[config.mk]
export PLATFORM = sky130hd
export DESIGN_NAME = sstf_top
export DESIGN_NICKNAME = d
export VERILOG_FILES = /design/src/include/sstf_pkg.sv /design/src/hw/sstf_top.sv /design/src/hw/sstf_sync.sv /design/src/hw/sstf_txmem.sv
export SDC_FILE = /design/constraint.sdc
export NUM_CORES = 1
export LEC_CHECK = 0
export BUFFER_PORTS_ARGS = -buffer_cell sky130_fd_sc_hd__buf_2
export CAP_MARGIN = 10
export CORE_AREA = 2 2 216 218
export CTS_BUF_LIST = sky130_fd_sc_hd__clkbuf_4
export CTS_CLUSTER_SIZE = 40
export DETAILED_ROUTE_END_ITERATION = 16
export DIE_AREA = 0 0 218 220
export GPL_TIMING_DRIVEN = 0
export SYNTH_ARGS = -nofsm -noshare
export SYNTH_HDL_FRONTEND = slang
export SYNTH_SLANG_ARGS = --single-unit
[constraint.sdc]
create_clock -name aclk -period 3.37 [get_ports aclk]
set_input_delay 0.5055 -clock aclk [delete_from_list [all_inputs] [get_ports aclk]]
set_output_delay 0.5055 -clock aclk [all_outputs]
set_load 0.05 [all_outputs]
[src/include/sstf_pkg.sv]
// Constants, field layouts and carrier types of the serial shift register block
package sstf_pkg;
   localparam int unsigned DATA_W    = 16;
   localparam int unsigned TXQ_DEPTH = 16;
   localparam int unsigned TXQ_AW    = 4;
   localparam int unsigned CNT_W     = 5;
   localparam int unsigned EVT_W     = 2;

   // Register indices; byte address is four times the index
   localparam logic [15:0] RXBUF_IDX      = 16'h7047;
   localparam logic [15:0] TXQ_IDX        = 16'h7048;
   localparam logic [15:0] SHIFT_DATA_IDX = 16'h7049;
   localparam logic [15:0] FIFO_CTRL_IDX  = 16'h704a;
   localparam logic [15:0] CTRL_IDX       = 16'h7041;
   localparam logic [15:0] STAT_IDX       = 16'h7050;
   localparam logic [15:0] MASK_IDX       = 16'h7051;

   // fifo_transmit_control field positions
   localparam int unsigned FT_CHRST_BIT = 15;
   localparam int unsigned FT_ENA_BIT   = 14;
   localparam int unsigned FT_QRST_BIT  = 13;
   localparam int unsigned FT_CNT_LSB   = 8;
   localparam int unsigned FT_FLAG_BIT  = 7;
   localparam int unsigned FT_CLR_BIT   = 6;
   localparam int unsigned FT_IEN_BIT   = 5;
   localparam int unsigned FT_LVL_MSB   = 4;

   // Event status bits
   localparam int unsigned ST_RX_BIT = 0;
   localparam int unsigned ST_TX_BIT = 1;

   localparam logic [15:0] CTRL_RESET = 16'h03f0;
   localparam logic [15:0] FT_RESET   = 16'ha000;
   localparam logic [1:0]  RESP_OKAY   = 2'h0;
   localparam logic [1:0]  RESP_DECERR = 2'h3;

   typedef struct packed {
      logic [7:0] baud;
      logic [3:0] char_m1;
      logic       cpha;
      logic       cpol;
      logic       transmit_drive_enable;
      logic       master;
   } sstf_ctrl_s;

   typedef struct packed {
      logic       chan_rst_n;
      logic       fifo_ena;
      logic       q_rst_n;
      logic       irq_en;
      logic [4:0] level;
   } sstf_ftx_s;

   typedef enum logic [1:0] {SSTF_IDLE, SSTF_FETCH, SSTF_RUN, SSTF_DONE} sstf_state_e;

   function automatic logic sstf_hit(input logic [31:0] a, input logic [15:0] idx);
      return a == {14'h0, idx, 2'b00};
   endfunction

   function automatic logic [15:0] sstf_merge(input logic [15:0] old,
                                              input logic [15:0] nw,
                                              input logic [1:0]  strb);
      return {strb[1] ? nw[15:8] : old[15:8], strb[0] ? nw[7:0] : old[7:0]};
   endfunction
endpackage

[src/hw/sstf_top.sv]
// Serial shift register, transmit queue control and AXI4-Lite register slave
//
// Summary of operation
// - A written word shifts out on later serial clock cycles, MSB first.
// - Each bit shifted out of the top brings one received bit in at bit 0.
// - Serial output is driven only while the transmit drive bit is set.
// - As master, writing the shift register starts a transfer with polarity and phase.
// - As master, any filler word written starts a full transfer to receive.
// - Channel reset low resets both serial channels, FIFO configuration kept.
// - FIFO enable bit selects queue operation; resets to zero.
// - Queue reset low clears the queue pointer and holds it until set.
// - Five-bit read-only queue count, plain binary, zero means empty.
// - Level match sets the queue flag, which stays until software clears it.
// - Writing one to the clear bit clears the flag; the bit reads zero.
// - Queue interrupt enable gates tx_queue_irq, not the flag's masked path to irq; resets to disabled.
// - Level match is count less than or equal to the level, reset zero.
// - A complete character is copied to the receive buffer, setting receive flag.
`timescale 1ns/10ps
module sstf_top
   import sstf_pkg::*;
(
   input  wire logic        aclk,
   input  wire logic        aresetn,
   input  wire logic [31:0] awaddr,
   input  wire logic [2:0]  awprot,
   input  wire logic        awvalid,
   output logic             awready,
   input  wire logic [31:0] wdata,
   input  wire logic [3:0]  wstrb,
   input  wire logic        wvalid,
   output logic             wready,
   output logic [1:0]       bresp,
   output logic             bvalid,
   input  wire logic        bready,
   input  wire logic [31:0] araddr,
   input  wire logic [2:0]  arprot,
   input  wire logic        arvalid,
   output logic             arready,
   output logic [31:0]      rdata,
   output logic [1:0]       rresp,
   output logic             rvalid,
   input  wire logic        rready,
   input  wire logic        serial_clock_pin_i,
   output logic             serial_clock_pin_o,
   output logic             serial_clock_pin_oe,
   input  wire logic        serial_data_in,
   output logic             serial_data_out,
   output logic             serial_data_out_oe,
   output logic             irq,
   output logic             tx_queue_irq
);
   logic              awready_reg, wready_reg, bvalid_reg, arready_reg, rvalid_reg;
   logic [1:0]        bresp_reg, rresp_reg;
   logic [31:0]       aw_addr_reg, rdata_reg;
   logic [15:0]       w_data_reg;
   logic [1:0]        w_strb_reg;
   sstf_ctrl_s        ctrl_reg;
   sstf_ftx_s         ftx_reg;
   logic [EVT_W-1:0]  mask_reg;
   logic              rx_flag_reg, tx_flag_reg;
   logic [15:0]       rx_buf_reg, shift_reg;
   logic [TXQ_AW-1:0] wr_ptr_reg, rd_ptr_reg;
   logic [CNT_W-1:0]  count_reg;
   sstf_state_e       state_reg;
   logic [4:0]        edge_cnt_reg;
   logic [7:0]        div_reg;
   logic              sclk_o_reg, sclk_oe_reg, sdo_reg, sdo_oe_reg, sclk_d_reg;
   logic              irq_reg, tx_irq_reg;
   logic              sclk_s, sdi_s;
   logic [15:0]       mem_rdata, rd_val, ftx_rd;
   logic              rd_ok;

   sstf_sync u_sync (
      .aclk    (aclk),
      .aresetn (aresetn),
      .d       ({serial_clock_pin_i, serial_data_in}),
      .q       ({sclk_s, sdi_s})
   );

   // ---------------- AXI4-Lite write channel ----------------
   wire wr_go    = !awready_reg && !wready_reg && !bvalid_reg;
   wire w_shift  = wr_go && sstf_hit(aw_addr_reg, SHIFT_DATA_IDX);
   wire w_ftx    = wr_go && sstf_hit(aw_addr_reg, FIFO_CTRL_IDX);
   wire w_txq    = wr_go && sstf_hit(aw_addr_reg, TXQ_IDX);
   wire w_ctrl   = wr_go && sstf_hit(aw_addr_reg, CTRL_IDX);
   wire w_stat   = wr_go && sstf_hit(aw_addr_reg, STAT_IDX);
   wire w_mask   = wr_go && sstf_hit(aw_addr_reg, MASK_IDX);
   wire w_mapped = w_shift || w_ftx || w_txq || w_ctrl || w_stat || w_mask ||
                   sstf_hit(aw_addr_reg, RXBUF_IDX);
   wire [15:0] ftx_w = sstf_merge(ftx_rd, w_data_reg, w_strb_reg);

   always_ff @(posedge aclk)
   begin
      if (!aresetn)
      begin
         awready_reg <= 1'b1;
         wready_reg  <= 1'b1;
         bvalid_reg  <= 1'b0;
         bresp_reg   <= RESP_OKAY;
         aw_addr_reg <= 32'h0;
         w_data_reg  <= 16'h0;
         w_strb_reg  <= 2'h0;
      end
      else
      begin
         if (awvalid && awready_reg)
         begin
            awready_reg <= 1'b0;
            aw_addr_reg <= awaddr;
         end
         if (wvalid && wready_reg)
         begin
            wready_reg <= 1'b0;
            w_data_reg <= wdata[15:0];
            w_strb_reg <= wstrb[1:0];
         end
         if (wr_go)
         begin
            awready_reg <= 1'b1;
            wready_reg  <= 1'b1;
            bvalid_reg  <= 1'b1;
            bresp_reg   <= w_mapped ? RESP_OKAY : RESP_DECERR;
         end
         else if (bvalid_reg && bready)
            bvalid_reg <= 1'b0;
      end
   end

   // ---------------- AXI4-Lite read channel ----------------
   wire ar_take = arvalid && arready_reg;
   wire rd_rx   = ar_take && sstf_hit(araddr, RXBUF_IDX);

   assign ftx_rd = {ftx_reg.chan_rst_n, ftx_reg.fifo_ena, ftx_reg.q_rst_n, count_reg,
                    tx_flag_reg, 1'b0, ftx_reg.irq_en, ftx_reg.level};

   always_comb
   begin
      rd_val = 16'h0;
      rd_ok  = 1'b1;
      if (sstf_hit(araddr, SHIFT_DATA_IDX))
         rd_val = shift_reg;
      else if (sstf_hit(araddr, FIFO_CTRL_IDX))
         rd_val = ftx_rd;
      else if (sstf_hit(araddr, RXBUF_IDX))
         rd_val = rx_buf_reg;
      else if (sstf_hit(araddr, CTRL_IDX))
         rd_val = ctrl_reg;
      else if (sstf_hit(araddr, STAT_IDX))
         rd_val = {14'h0, tx_flag_reg, rx_flag_reg};
      else if (sstf_hit(araddr, MASK_IDX))
         rd_val = {14'h0, mask_reg};
      else if (!sstf_hit(araddr, TXQ_IDX))
         rd_ok = 1'b0;
   end

   always_ff @(posedge aclk)
   begin
      if (!aresetn)
      begin
         arready_reg <= 1'b1;
         rvalid_reg  <= 1'b0;
         rdata_reg   <= 32'h0;
         rresp_reg   <= RESP_OKAY;
      end
      else if (ar_take)
      begin
         arready_reg <= 1'b0;
         rvalid_reg  <= 1'b1;
         rdata_reg   <= {16'h0, rd_val};
         rresp_reg   <= rd_ok ? RESP_OKAY : RESP_DECERR;
      end
      else if (rvalid_reg && rready)
      begin
         rvalid_reg  <= 1'b0;
         arready_reg <= 1'b1;
      end
   end

   // ---------------- Configuration registers ----------------
   always_ff @(posedge aclk)
   begin
      if (!aresetn)
      begin
         ctrl_reg <= CTRL_RESET;
         mask_reg <= '0;
         ftx_reg  <= '{chan_rst_n: FT_RESET[FT_CHRST_BIT], fifo_ena: FT_RESET[FT_ENA_BIT],
                       q_rst_n: FT_RESET[FT_QRST_BIT], irq_en: FT_RESET[FT_IEN_BIT],
                       level: FT_RESET[FT_LVL_MSB:0]};
      end
      else
      begin
         if (w_ctrl)
            ctrl_reg <= sstf_merge(ctrl_reg, w_data_reg, w_strb_reg);
         if (w_mask)
            mask_reg <= w_data_reg[EVT_W-1:0];
         // Channel reset only holds the engine; these bits keep their values
         if (w_ftx)
            ftx_reg <= '{chan_rst_n: ftx_w[FT_CHRST_BIT], fifo_ena: ftx_w[FT_ENA_BIT],
                         q_rst_n: ftx_w[FT_QRST_BIT], irq_en: ftx_w[FT_IEN_BIT],
                         level: ftx_w[FT_LVL_MSB:0]};
      end
   end

   // ---------------- Transmit queue ----------------
   wire q_run     = ftx_reg.q_rst_n && ftx_reg.fifo_ena;
   wire push      = w_txq && q_run && (count_reg != CNT_W'(TXQ_DEPTH));
   wire pop       = (state_reg == SSTF_FETCH) && q_run;
   wire idle      = (state_reg == SSTF_IDLE) && ftx_reg.chan_rst_n;
   wire load_dir  = idle && (w_shift || (w_txq && !ftx_reg.fifo_ena));
   wire level_hit = ftx_reg.fifo_ena && (count_reg <= ftx_reg.level);

   sstf_txmem u_mem (
      .aclk    (aclk),
      .aresetn (aresetn),
      .we      (push),
      .waddr   (wr_ptr_reg),
      .wdata   (w_data_reg),
      .raddr   (rd_ptr_reg),
      .rdata   (mem_rdata)
   );

   always_ff @(posedge aclk)
   begin
      if (!aresetn || !ftx_reg.q_rst_n)
      begin
         wr_ptr_reg <= '0;
         rd_ptr_reg <= '0;
         count_reg  <= '0;
      end
      else
      begin
         if (push)
            wr_ptr_reg <= wr_ptr_reg + 4'h1;
         if (pop)
            rd_ptr_reg <= rd_ptr_reg + 4'h1;
         if (push && !pop)
            count_reg <= count_reg + 5'h1;
         else if (pop && !push)
            count_reg <= count_reg - 5'h1;
      end
   end

   // ---------------- Serial engine ----------------
   wire        slave_idle = idle && !ctrl_reg.master;
   wire        active     = (state_reg == SSTF_RUN) || slave_idle;
   wire        m_edge     = (state_reg == SSTF_RUN) && ctrl_reg.master &&
                            (div_reg == ctrl_reg.baud);
   wire        s_edge     = !ctrl_reg.master && (sclk_s != sclk_d_reg);
   wire        sc_edge    = active && !load_dir && (ctrl_reg.master ? m_edge : s_edge);
   wire        new_lvl    = ctrl_reg.master ? !sclk_o_reg : sclk_s;
   wire        lead       = new_lvl != ctrl_reg.cpol;
   wire        smp_edge   = sc_edge && (lead != ctrl_reg.cpha);
   wire        drv_edge   = sc_edge && (lead == ctrl_reg.cpha);
   wire        last_edge  = sc_edge && (edge_cnt_reg == {ctrl_reg.char_m1, 1'b1});

   always_ff @(posedge aclk)
   begin
      if (!aresetn || !ftx_reg.chan_rst_n)
         state_reg <= SSTF_IDLE;
      else
      begin
         unique case (state_reg)
            SSTF_IDLE:
               if (load_dir && ctrl_reg.master)
                  state_reg <= SSTF_RUN;
               else if (slave_idle && sc_edge && !last_edge)
                  state_reg <= SSTF_RUN;
               else if (!load_dir && q_run && count_reg != 5'h0)
                  state_reg <= SSTF_FETCH;
            SSTF_FETCH:
               state_reg <= q_run ? SSTF_RUN : SSTF_IDLE;
            SSTF_RUN:
               if (last_edge)
                  state_reg <= SSTF_DONE;
            SSTF_DONE:
               state_reg <= SSTF_IDLE;
         endcase
      end
   end

   always_ff @(posedge aclk)
   begin
      if (!aresetn)
      begin
         shift_reg    <= 16'h0;
         edge_cnt_reg <= 5'h0;
         sdo_reg      <= 1'b0;
      end
      else if (load_dir || pop)
      begin
         shift_reg    <= load_dir ? w_data_reg : mem_rdata;
         sdo_reg      <= load_dir ? w_data_reg[15] : mem_rdata[15];
         edge_cnt_reg <= 5'h0;
      end
      else if (!ftx_reg.chan_rst_n || state_reg == SSTF_DONE)
         edge_cnt_reg <= 5'h0;
      else if (sc_edge)
      begin
         edge_cnt_reg <= edge_cnt_reg + 5'h1;
         if (smp_edge)
            shift_reg <= {shift_reg[14:0], sdi_s};
         if (drv_edge)
            sdo_reg <= shift_reg[15];
      end
   end

   // Clock divider is free of the edge counter so half periods stay equal
   always_ff @(posedge aclk)
   begin
      if (!aresetn)
      begin
         div_reg     <= 8'h0;
         sclk_o_reg  <= 1'b0;
         sclk_oe_reg <= 1'b0;
         sclk_d_reg  <= 1'b0;
         sdo_oe_reg  <= 1'b0;
      end
      else
      begin
         sclk_d_reg  <= sclk_s;
         sclk_oe_reg <= ctrl_reg.master;
         sdo_oe_reg  <= ctrl_reg.transmit_drive_enable;
         if (state_reg != SSTF_RUN || !ctrl_reg.master)
         begin
            div_reg    <= 8'h0;
            sclk_o_reg <= ctrl_reg.cpol;
         end
         else if (m_edge)
         begin
            div_reg    <= 8'h0;
            sclk_o_reg <= !sclk_o_reg;
         end
         else
            div_reg <= div_reg + 8'h1;
      end
   end

   // ---------------- Flags and interrupts ----------------
   // A set in the same cycle as a clear wins so no event is lost
   always_ff @(posedge aclk)
   begin
      if (!aresetn)
      begin
         rx_buf_reg  <= 16'h0;
         rx_flag_reg <= 1'b0;
         tx_flag_reg <= 1'b0;
         irq_reg     <= 1'b0;
         tx_irq_reg  <= 1'b0;
      end
      else
      begin
         if (state_reg == SSTF_DONE)
            rx_buf_reg <= shift_reg;
         if (state_reg == SSTF_DONE)
            rx_flag_reg <= 1'b1;
         else if (rd_rx || (w_stat && w_data_reg[ST_RX_BIT]))
            rx_flag_reg <= 1'b0;
         if (level_hit)
            tx_flag_reg <= 1'b1;
         else if ((w_ftx && ftx_w[FT_CLR_BIT]) || (w_stat && w_data_reg[ST_TX_BIT]))
            tx_flag_reg <= 1'b0;
         irq_reg    <= |({tx_flag_reg, rx_flag_reg} & mask_reg);
         tx_irq_reg <= tx_flag_reg && ftx_reg.irq_en;
      end
   end

   assign awready             = awready_reg;
   assign wready              = wready_reg;
   assign bvalid              = bvalid_reg;
   assign bresp               = bresp_reg;
   assign arready             = arready_reg;
   assign rvalid              = rvalid_reg;
   assign rdata               = rdata_reg;
   assign rresp               = rresp_reg;
   assign serial_clock_pin_o  = sclk_o_reg;
   assign serial_clock_pin_oe = sclk_oe_reg;
   assign serial_data_out     = sdo_reg;
   assign serial_data_out_oe  = sdo_oe_reg;
   assign irq                 = irq_reg;
   assign tx_queue_irq        = tx_irq_reg;
endmodule

[src/hw/sstf_sync.sv]
// Two-flop synchroniser for the serial clock and data pins
`timescale 1ns/10ps
module sstf_sync (
   input  wire logic       aclk,
   input  wire logic       aresetn,
   input  wire logic [1:0] d,
   output logic [1:0]      q
);
   logic [1:0] meta_reg;
   logic [1:0] q_reg;

   always_ff @(posedge aclk)
   begin
      if (!aresetn)
      begin
         meta_reg <= 2'h0;
         q_reg    <= 2'h0;
      end
      else
      begin
         meta_reg <= d;
         q_reg    <= meta_reg;
      end
   end

   assign q = q_reg;
endmodule

[src/hw/sstf_txmem.sv]
// Transmit queue storage with registered read data
`timescale 1ns/10ps
module sstf_txmem
   import sstf_pkg::*;
(
   input  wire logic              aclk,
   input  wire logic              aresetn,
   input  wire logic              we,
   input  wire logic [TXQ_AW-1:0] waddr,
   input  wire logic [DATA_W-1:0] wdata,
   input  wire logic [TXQ_AW-1:0] raddr,
   output logic [DATA_W-1:0]      rdata
);
   logic [DATA_W-1:0] mem_reg [TXQ_DEPTH];
   logic [DATA_W-1:0] rdata_reg;

   always_ff @(posedge aclk)
   begin
      if (we)
         mem_reg[waddr] <= wdata;
   end

   // Old contents on a same-edge write; the reader waits a cycle
   always_ff @(posedge aclk)
   begin
      if (!aresetn)
         rdata_reg <= 16'h0;
      else
         rdata_reg <= mem_reg[raddr];
   end

   assign rdata = rdata_reg;
endmodule

# Word level (Yosys, flattened, before mapping)
# Memories as Yosys holds them, arrays and structs flattened. A register that Yosys moved wholly into a read port is not among the register bits.
# Cells that the tools add are included.
# classes
addsub	6
mul	0
n_div	0
order_cmp	1
n_eq_ne	28
shift	0
n_mux	50
n_bitwise	2
reduce_logical	93
# ops
cell	n
$eq 32x17->1 const B	14
$mux 16	9
$logic_and 1x1->1	42
$mux 1	28
$mux 2	9
$reduce_bool 2->1	9
$logic_or 1x1->1	15
$logic_not 1->1	14
$add 5x1->5 const B	2
$mux 5	2
$reduce_and 2->1	5
$add 4x1->4 const B	2
$add 8x1->8 const B	1
$eq 8x8->1	1
$pmux 2 s4	1
$mux 7	1
$ne 2x2->1 const B	3
$reduce_and 3->1	2
$reduce_or 3->1	2
$eq 5x5->1	1
$le 5x5->1	1
$ne 5x5->1 const B	1
$reduce_bool 5->1	1
$sub 5x1->5 const B	1
9 further kinds	13
# totals
ff_bits	175
latch_bits	0
mem_bits_rw	256
mem_bits_ro	0
input_bits	115
out_inout_bits	47
word_cells	223
n_memories	1
# mem_list
memory	words	width	read_ports	rd_clocked_by_memory_dff	wr	line	source
u_mem.mem_reg	16	16	1	1	1	sstf_txmem.sv:14	logic [DATA_W-1:0] mem_reg [TXQ_DEPTH];

# Depth between registers and ports, before layout
# depth
depth_word	16
mapped_depth	14
mapped_depth_nobuf	13

# Modules after synthesis
# Synthesis repeated with hierarchy kept, for this count alone.
# unflattened
hier_cells	1440
area_unflattened_um2	18502.7
# by_module_without_submodules
module	n_inst	cells_per_inst	area_each_um2	seq_area_each_um2
sstf_txmem	1	443	10102.2	8007.7
sstf_top	1	989	8295.5	3383.2
sstf_sync	1	8	105.1	80.1

# Least setup slack after synthesis
# Ideal clock, no wire load.
# synth_timing
kind	reg2reg
from	register wready_reg (netlist: wready)
to	memory u_mem.mem_reg[3][0], enable pin
setup_ns	0.409
arrival_ns	2.961
slack_ns	0.000
path_stages_with_launch	7
n_path_buf	1
cell_sequence	dfxtp_1 -> nor3_1 -> and3_1 -> nand2_1 -> or4_4 -> buf_6 -> nor3_1
# synth_via
elab_chain_len	8
# synth_rtl
item	line	source
start: declaration	sstf_top.sv:52	logic awready_reg, wready_reg, bvalid_reg, arready_reg, rvalid_reg;
start signal: assignment	sstf_top.sv:97	wready_reg <= 1'b1;
start signal: assignment	sstf_top.sv:113	wready_reg <= 1'b0;
start signal: assignment	sstf_top.sv:120	wready_reg <= 1'b1;
$logic_not 1->1	sstf_top.sv:81	wire wr_go = !awready_reg && !wready_reg && !bvalid_reg;
$logic_and 1x1->1 (2 in series)	sstf_top.sv:81	
$logic_and 1x1->1	sstf_top.sv:84	wire w_txq = wr_go && sstf_hit(aw_addr_reg, TXQ_IDX);
$logic_and 1x1->1 (2 in series)	sstf_top.sv:206	wire push = w_txq && q_run && (count_reg != CNT_W'(TXQ_DEPTH));
$mux 1	sstf_txmem.sv:19	if (we)
$mux 1 (not written as such)	sstf_txmem.sv:20	mem_reg[waddr] <= wdata;
end: declaration	sstf_txmem.sv:14	
# Every way passes these cells.

# Worst setup path in the final report
# layout_timing
from	register aw_addr_reg[20]
to	memory u_mem.mem_reg[0][4], enable pin
# layout_via
elab_chain_len	6
# layout_rtl
item	line	source
start: declaration	sstf_top.sv:54	logic [31:0] aw_addr_reg, rdata_reg;
start signal: assignment	sstf_top.sv:109	aw_addr_reg <= awaddr;
$eq 32x17->1	sstf_pkg.sv:57	return a == {14'h0, idx, 2'b00};
$logic_and 1x1->1	sstf_top.sv:84	
$logic_and 1x1->1 (2 in series)	sstf_top.sv:206	
named net push	sstf_top.sv:206	
$mux 1	sstf_txmem.sv:19	
$mux 1 (not written as such)	sstf_txmem.sv:20	
# The timed path passes the listed nets, and every way through them passes these cells.

==> run metrics <==
Synth area leaders=edfxtp_1 (42%), dfxtp_1 (21%), mux4_2 (10%), nand2_1 (4.5%), a21oi_1 (3.1%); max-slew violation count=0; Post-synth top cells=edfxtp_1 (256), nand2_1 (216), dfxtp_1 (189); post-synthesis async set-or-reset flop share=0%; met2 WL=22800 um; hold endpoint=state_reg[0]; CP Data Required Time=3.87 ns; Slew HR=20.2%; count leader, synth=edfxtp_1; Worst Hold Path Cells=3; Post-synth EDFFs=256; met1 wire length=20400 um; global-route wire length before repair=70700 um; die area=48000 um^2; CP Max Fanout=9; unique cell type count in the Yosys netlist=66; fin crit period=3.16 ns; setup slack, reg-to-reg=0.21 ns; # Max-Cap Violations=0; CTS buffer count=109; status=complete, no violations; Final Cell Area=21800 um^2; Max Freq=316 MHz; Tightest Pin Transition=1.19 ns; Clock Root Buffer=clkbuf_4; share of layout cells above drive strength 1=25.5%; DRT Wirelength=47300 um; dpl cell area=19800 um^2; HPWL Detailed=32700 um; # DRC=0; hold_sp=aresetn; vias in the first global route=12100; Fin. Hold Viols=0; HP Class=input pin to flop; Max VDD drop=0.000302 V; total grt overflow=0; clock latency at the later pin of the worst-skew pair=0.82 ns; Area Overhead vs Synth=20.6%; fillers=4159; Clock transition at path regs=0.06 ns; die width=218 um; Seq cells post-synth=445; element type at the critical path start=flop; GRT Total Usage=19.8%; Setup TNS=0 ns; worst hold slack=0.0954 ns; CTS sink cnt=445; 1st-pass router iterations=5; CTS tree=built; Via Count=12500; initial antenna violation count=2; Post-synth top flop=edfxtp_1; Routed wire per std cell=19.6 um; Placed Cells incl. Taps=2153; r2r endpoint=u_mem.mem_reg[0][4]; Final Skew=0.0443 ns; Via density=5.18; DR top layer=met4; drt initial violations=1036; Yosys top cell by area=edfxtp_1; final setup violating endpoints=0; Syn. warnings=0; Crit Path Category=flop to flop; number of port buffers=120; RD Place Congestion=0.894; RR Startpoint=aw_addr_reg[20]; Placeable Area=45900 um^2; Pwr Density=495 nW/um^2; Gate Count Post-Synth=1395; met3 WL=2960 um; Avg Cell Area, Syn=13.0 um^2; max reg flops=256; Final Instance Count excl. Fillers=2409; r2r worst-path depth=9; fin crit share=93.8%; Seq/Total Area, Yosys=63.4%; Max Root-Sink Buffers=3; Leakage=8.04 nW; crit path DAT=3.66 ns; CP Launch Point=aw_addr_reg[20]; Starting Density=39.4%; height of the die=220 um; # IOs=162; Mapped Area=18100 um^2; final antenna-violating net count=0; Total Power=10.8 mW; kind of end point of the critical path=flop; Synth top area share=42.5%; FP Rows=79; pin count of the biggest net entering global routing=23; Final nets=1848; CTS H-tree lvls=3
## final cells by class
| cell class | instances | area, um^2 | share of cell area (%) |
|---|---|---|---|
| tap | 607 | 759 | 3.48 |
| timing repair buffer | 196 | 1440 | 6.62 |
| buffer | 97 | 455 | 2.09 |
| inverter | 31 | 118 | 0.539 |
| sequential | 445 | 11500 | 52.6 |
| antenna | 1 | 2.50 | 0.0115 |
| clock inverter | 31 | 129 | 0.591 |
| multi-input combinational | 836 | 6200 | 28.4 |
| clock buffer | 165 | 1240 | 5.68 |
## cells in the final DEF, fill, tap and decap left out, types with 4 or more instances in the layout
master and count:
nand2_1 216, clkinv_2 4, buf_8 15, nor4b_2 4, xor2_1 23, nor3_2 4
clkbuf_4 165, nor2b_1 6, nor3_1 11, nand3_1 24, edfxtp_1 256, nor4_2 4
buf_4 22, o21ai_0 24, o221ai_1 13, ha_1 16, nor4_1 11, and3_1 5
nor2_1 62, xnor2_1 9, or3_1 17, mux4_2 80, a21oi_1 113, a221oi_1 13
nand4_1 11, inv_1 30, mux2i_1 23, buf_2 133, clkbuf_1 57, nor2_2 13
clkinv_1 26, dfxtp_1 189, a32o_1 16, buf_1 8, nor4b_1 4, and2_1 29
nand2b_1 14, conb_1 16, dlygate4sd3_1 56, a21o_1 4
## worst max path at each step
stage / cells after the start / end
5_1_grt: 13 / count_reg[4]
3_5_place_dp: 13 / count_reg[4]
6_report: 9 / u_mem.mem_reg[0][4]
3_3_place_gp: 7 / u_mem.mem_reg[0][8]
2_1_floorplan: 6 / u_mem.mem_reg[0][0]
4_1_cts: 13 / count_reg[4]
## worst max-delay path, stage by stage (launching register included)
cell,delay (ns)
dfxtp_1,0.33
nor4_2,0.32
nand4_1,0.20
or2_1,0.26
buf_2,0.17
nor3_4,0.20
buf_4,0.17
nand2_1,0.17
nor3_2,0.79
buf_8,0.24
## what timing repair did
| action | CTS | global route |
|---|---|---|
| hold buffers | 56 | 0 |
| resized for setup | 4 | 4 |
| endpoints found under the hold margin | 57 | 0 |
| pin swaps | 2 | 2 |
| setup buffers | 1 | 3 |
| setup endpoints to repair | 29 | 17 |
## per-layer routing
| metal | up-vias | track usage (%) |
|---|---|---|
| met5 | - | 0 |
| met3 | 72 | 4.22 |
| met1 | 6138 | 26.1 |
| met2 | 422 | 32.2 |
| li1 | 5857 | - |
| met4 | 0 | 7.32 |
## through the flow
stage / worst slack (ns) / util (%)
final: 0.208 / 47.6
after global routing: -0.0182 / 47.6
after CTS: 0.0317 / 47.5
after detailed placement: -0.211 / 43.2
after global placement: -1.44 / 42.5
after floorplan: 0.0749 / -
## power breakdown
part           switching (mW)  internal, mW  leakage [nW]
logic                   0.343         0.206          3.19
clock network            2.09          2.23         0.816
registers               0.126          5.81          4.04
total                    2.56          8.24          8.04
## cell families (layout without fill, tap and decap cells)
group	Yosys count	after routing	share of synthesized area, %
AND/OR/NAND/NOR	453	453	11.9
flip-flops	445	445	63.4
AO/OA/AOI/OAI	213	213	7.34
buffers and inverters	129	520	3.18
multiplexers	105	105	11.4
XOR/XNOR	32	32	1.55
adder cells (fa/ha/maj)	17	17	1.22
other	1	17	0.0207
No activity file was read; power rests on OpenSTA's default activity.
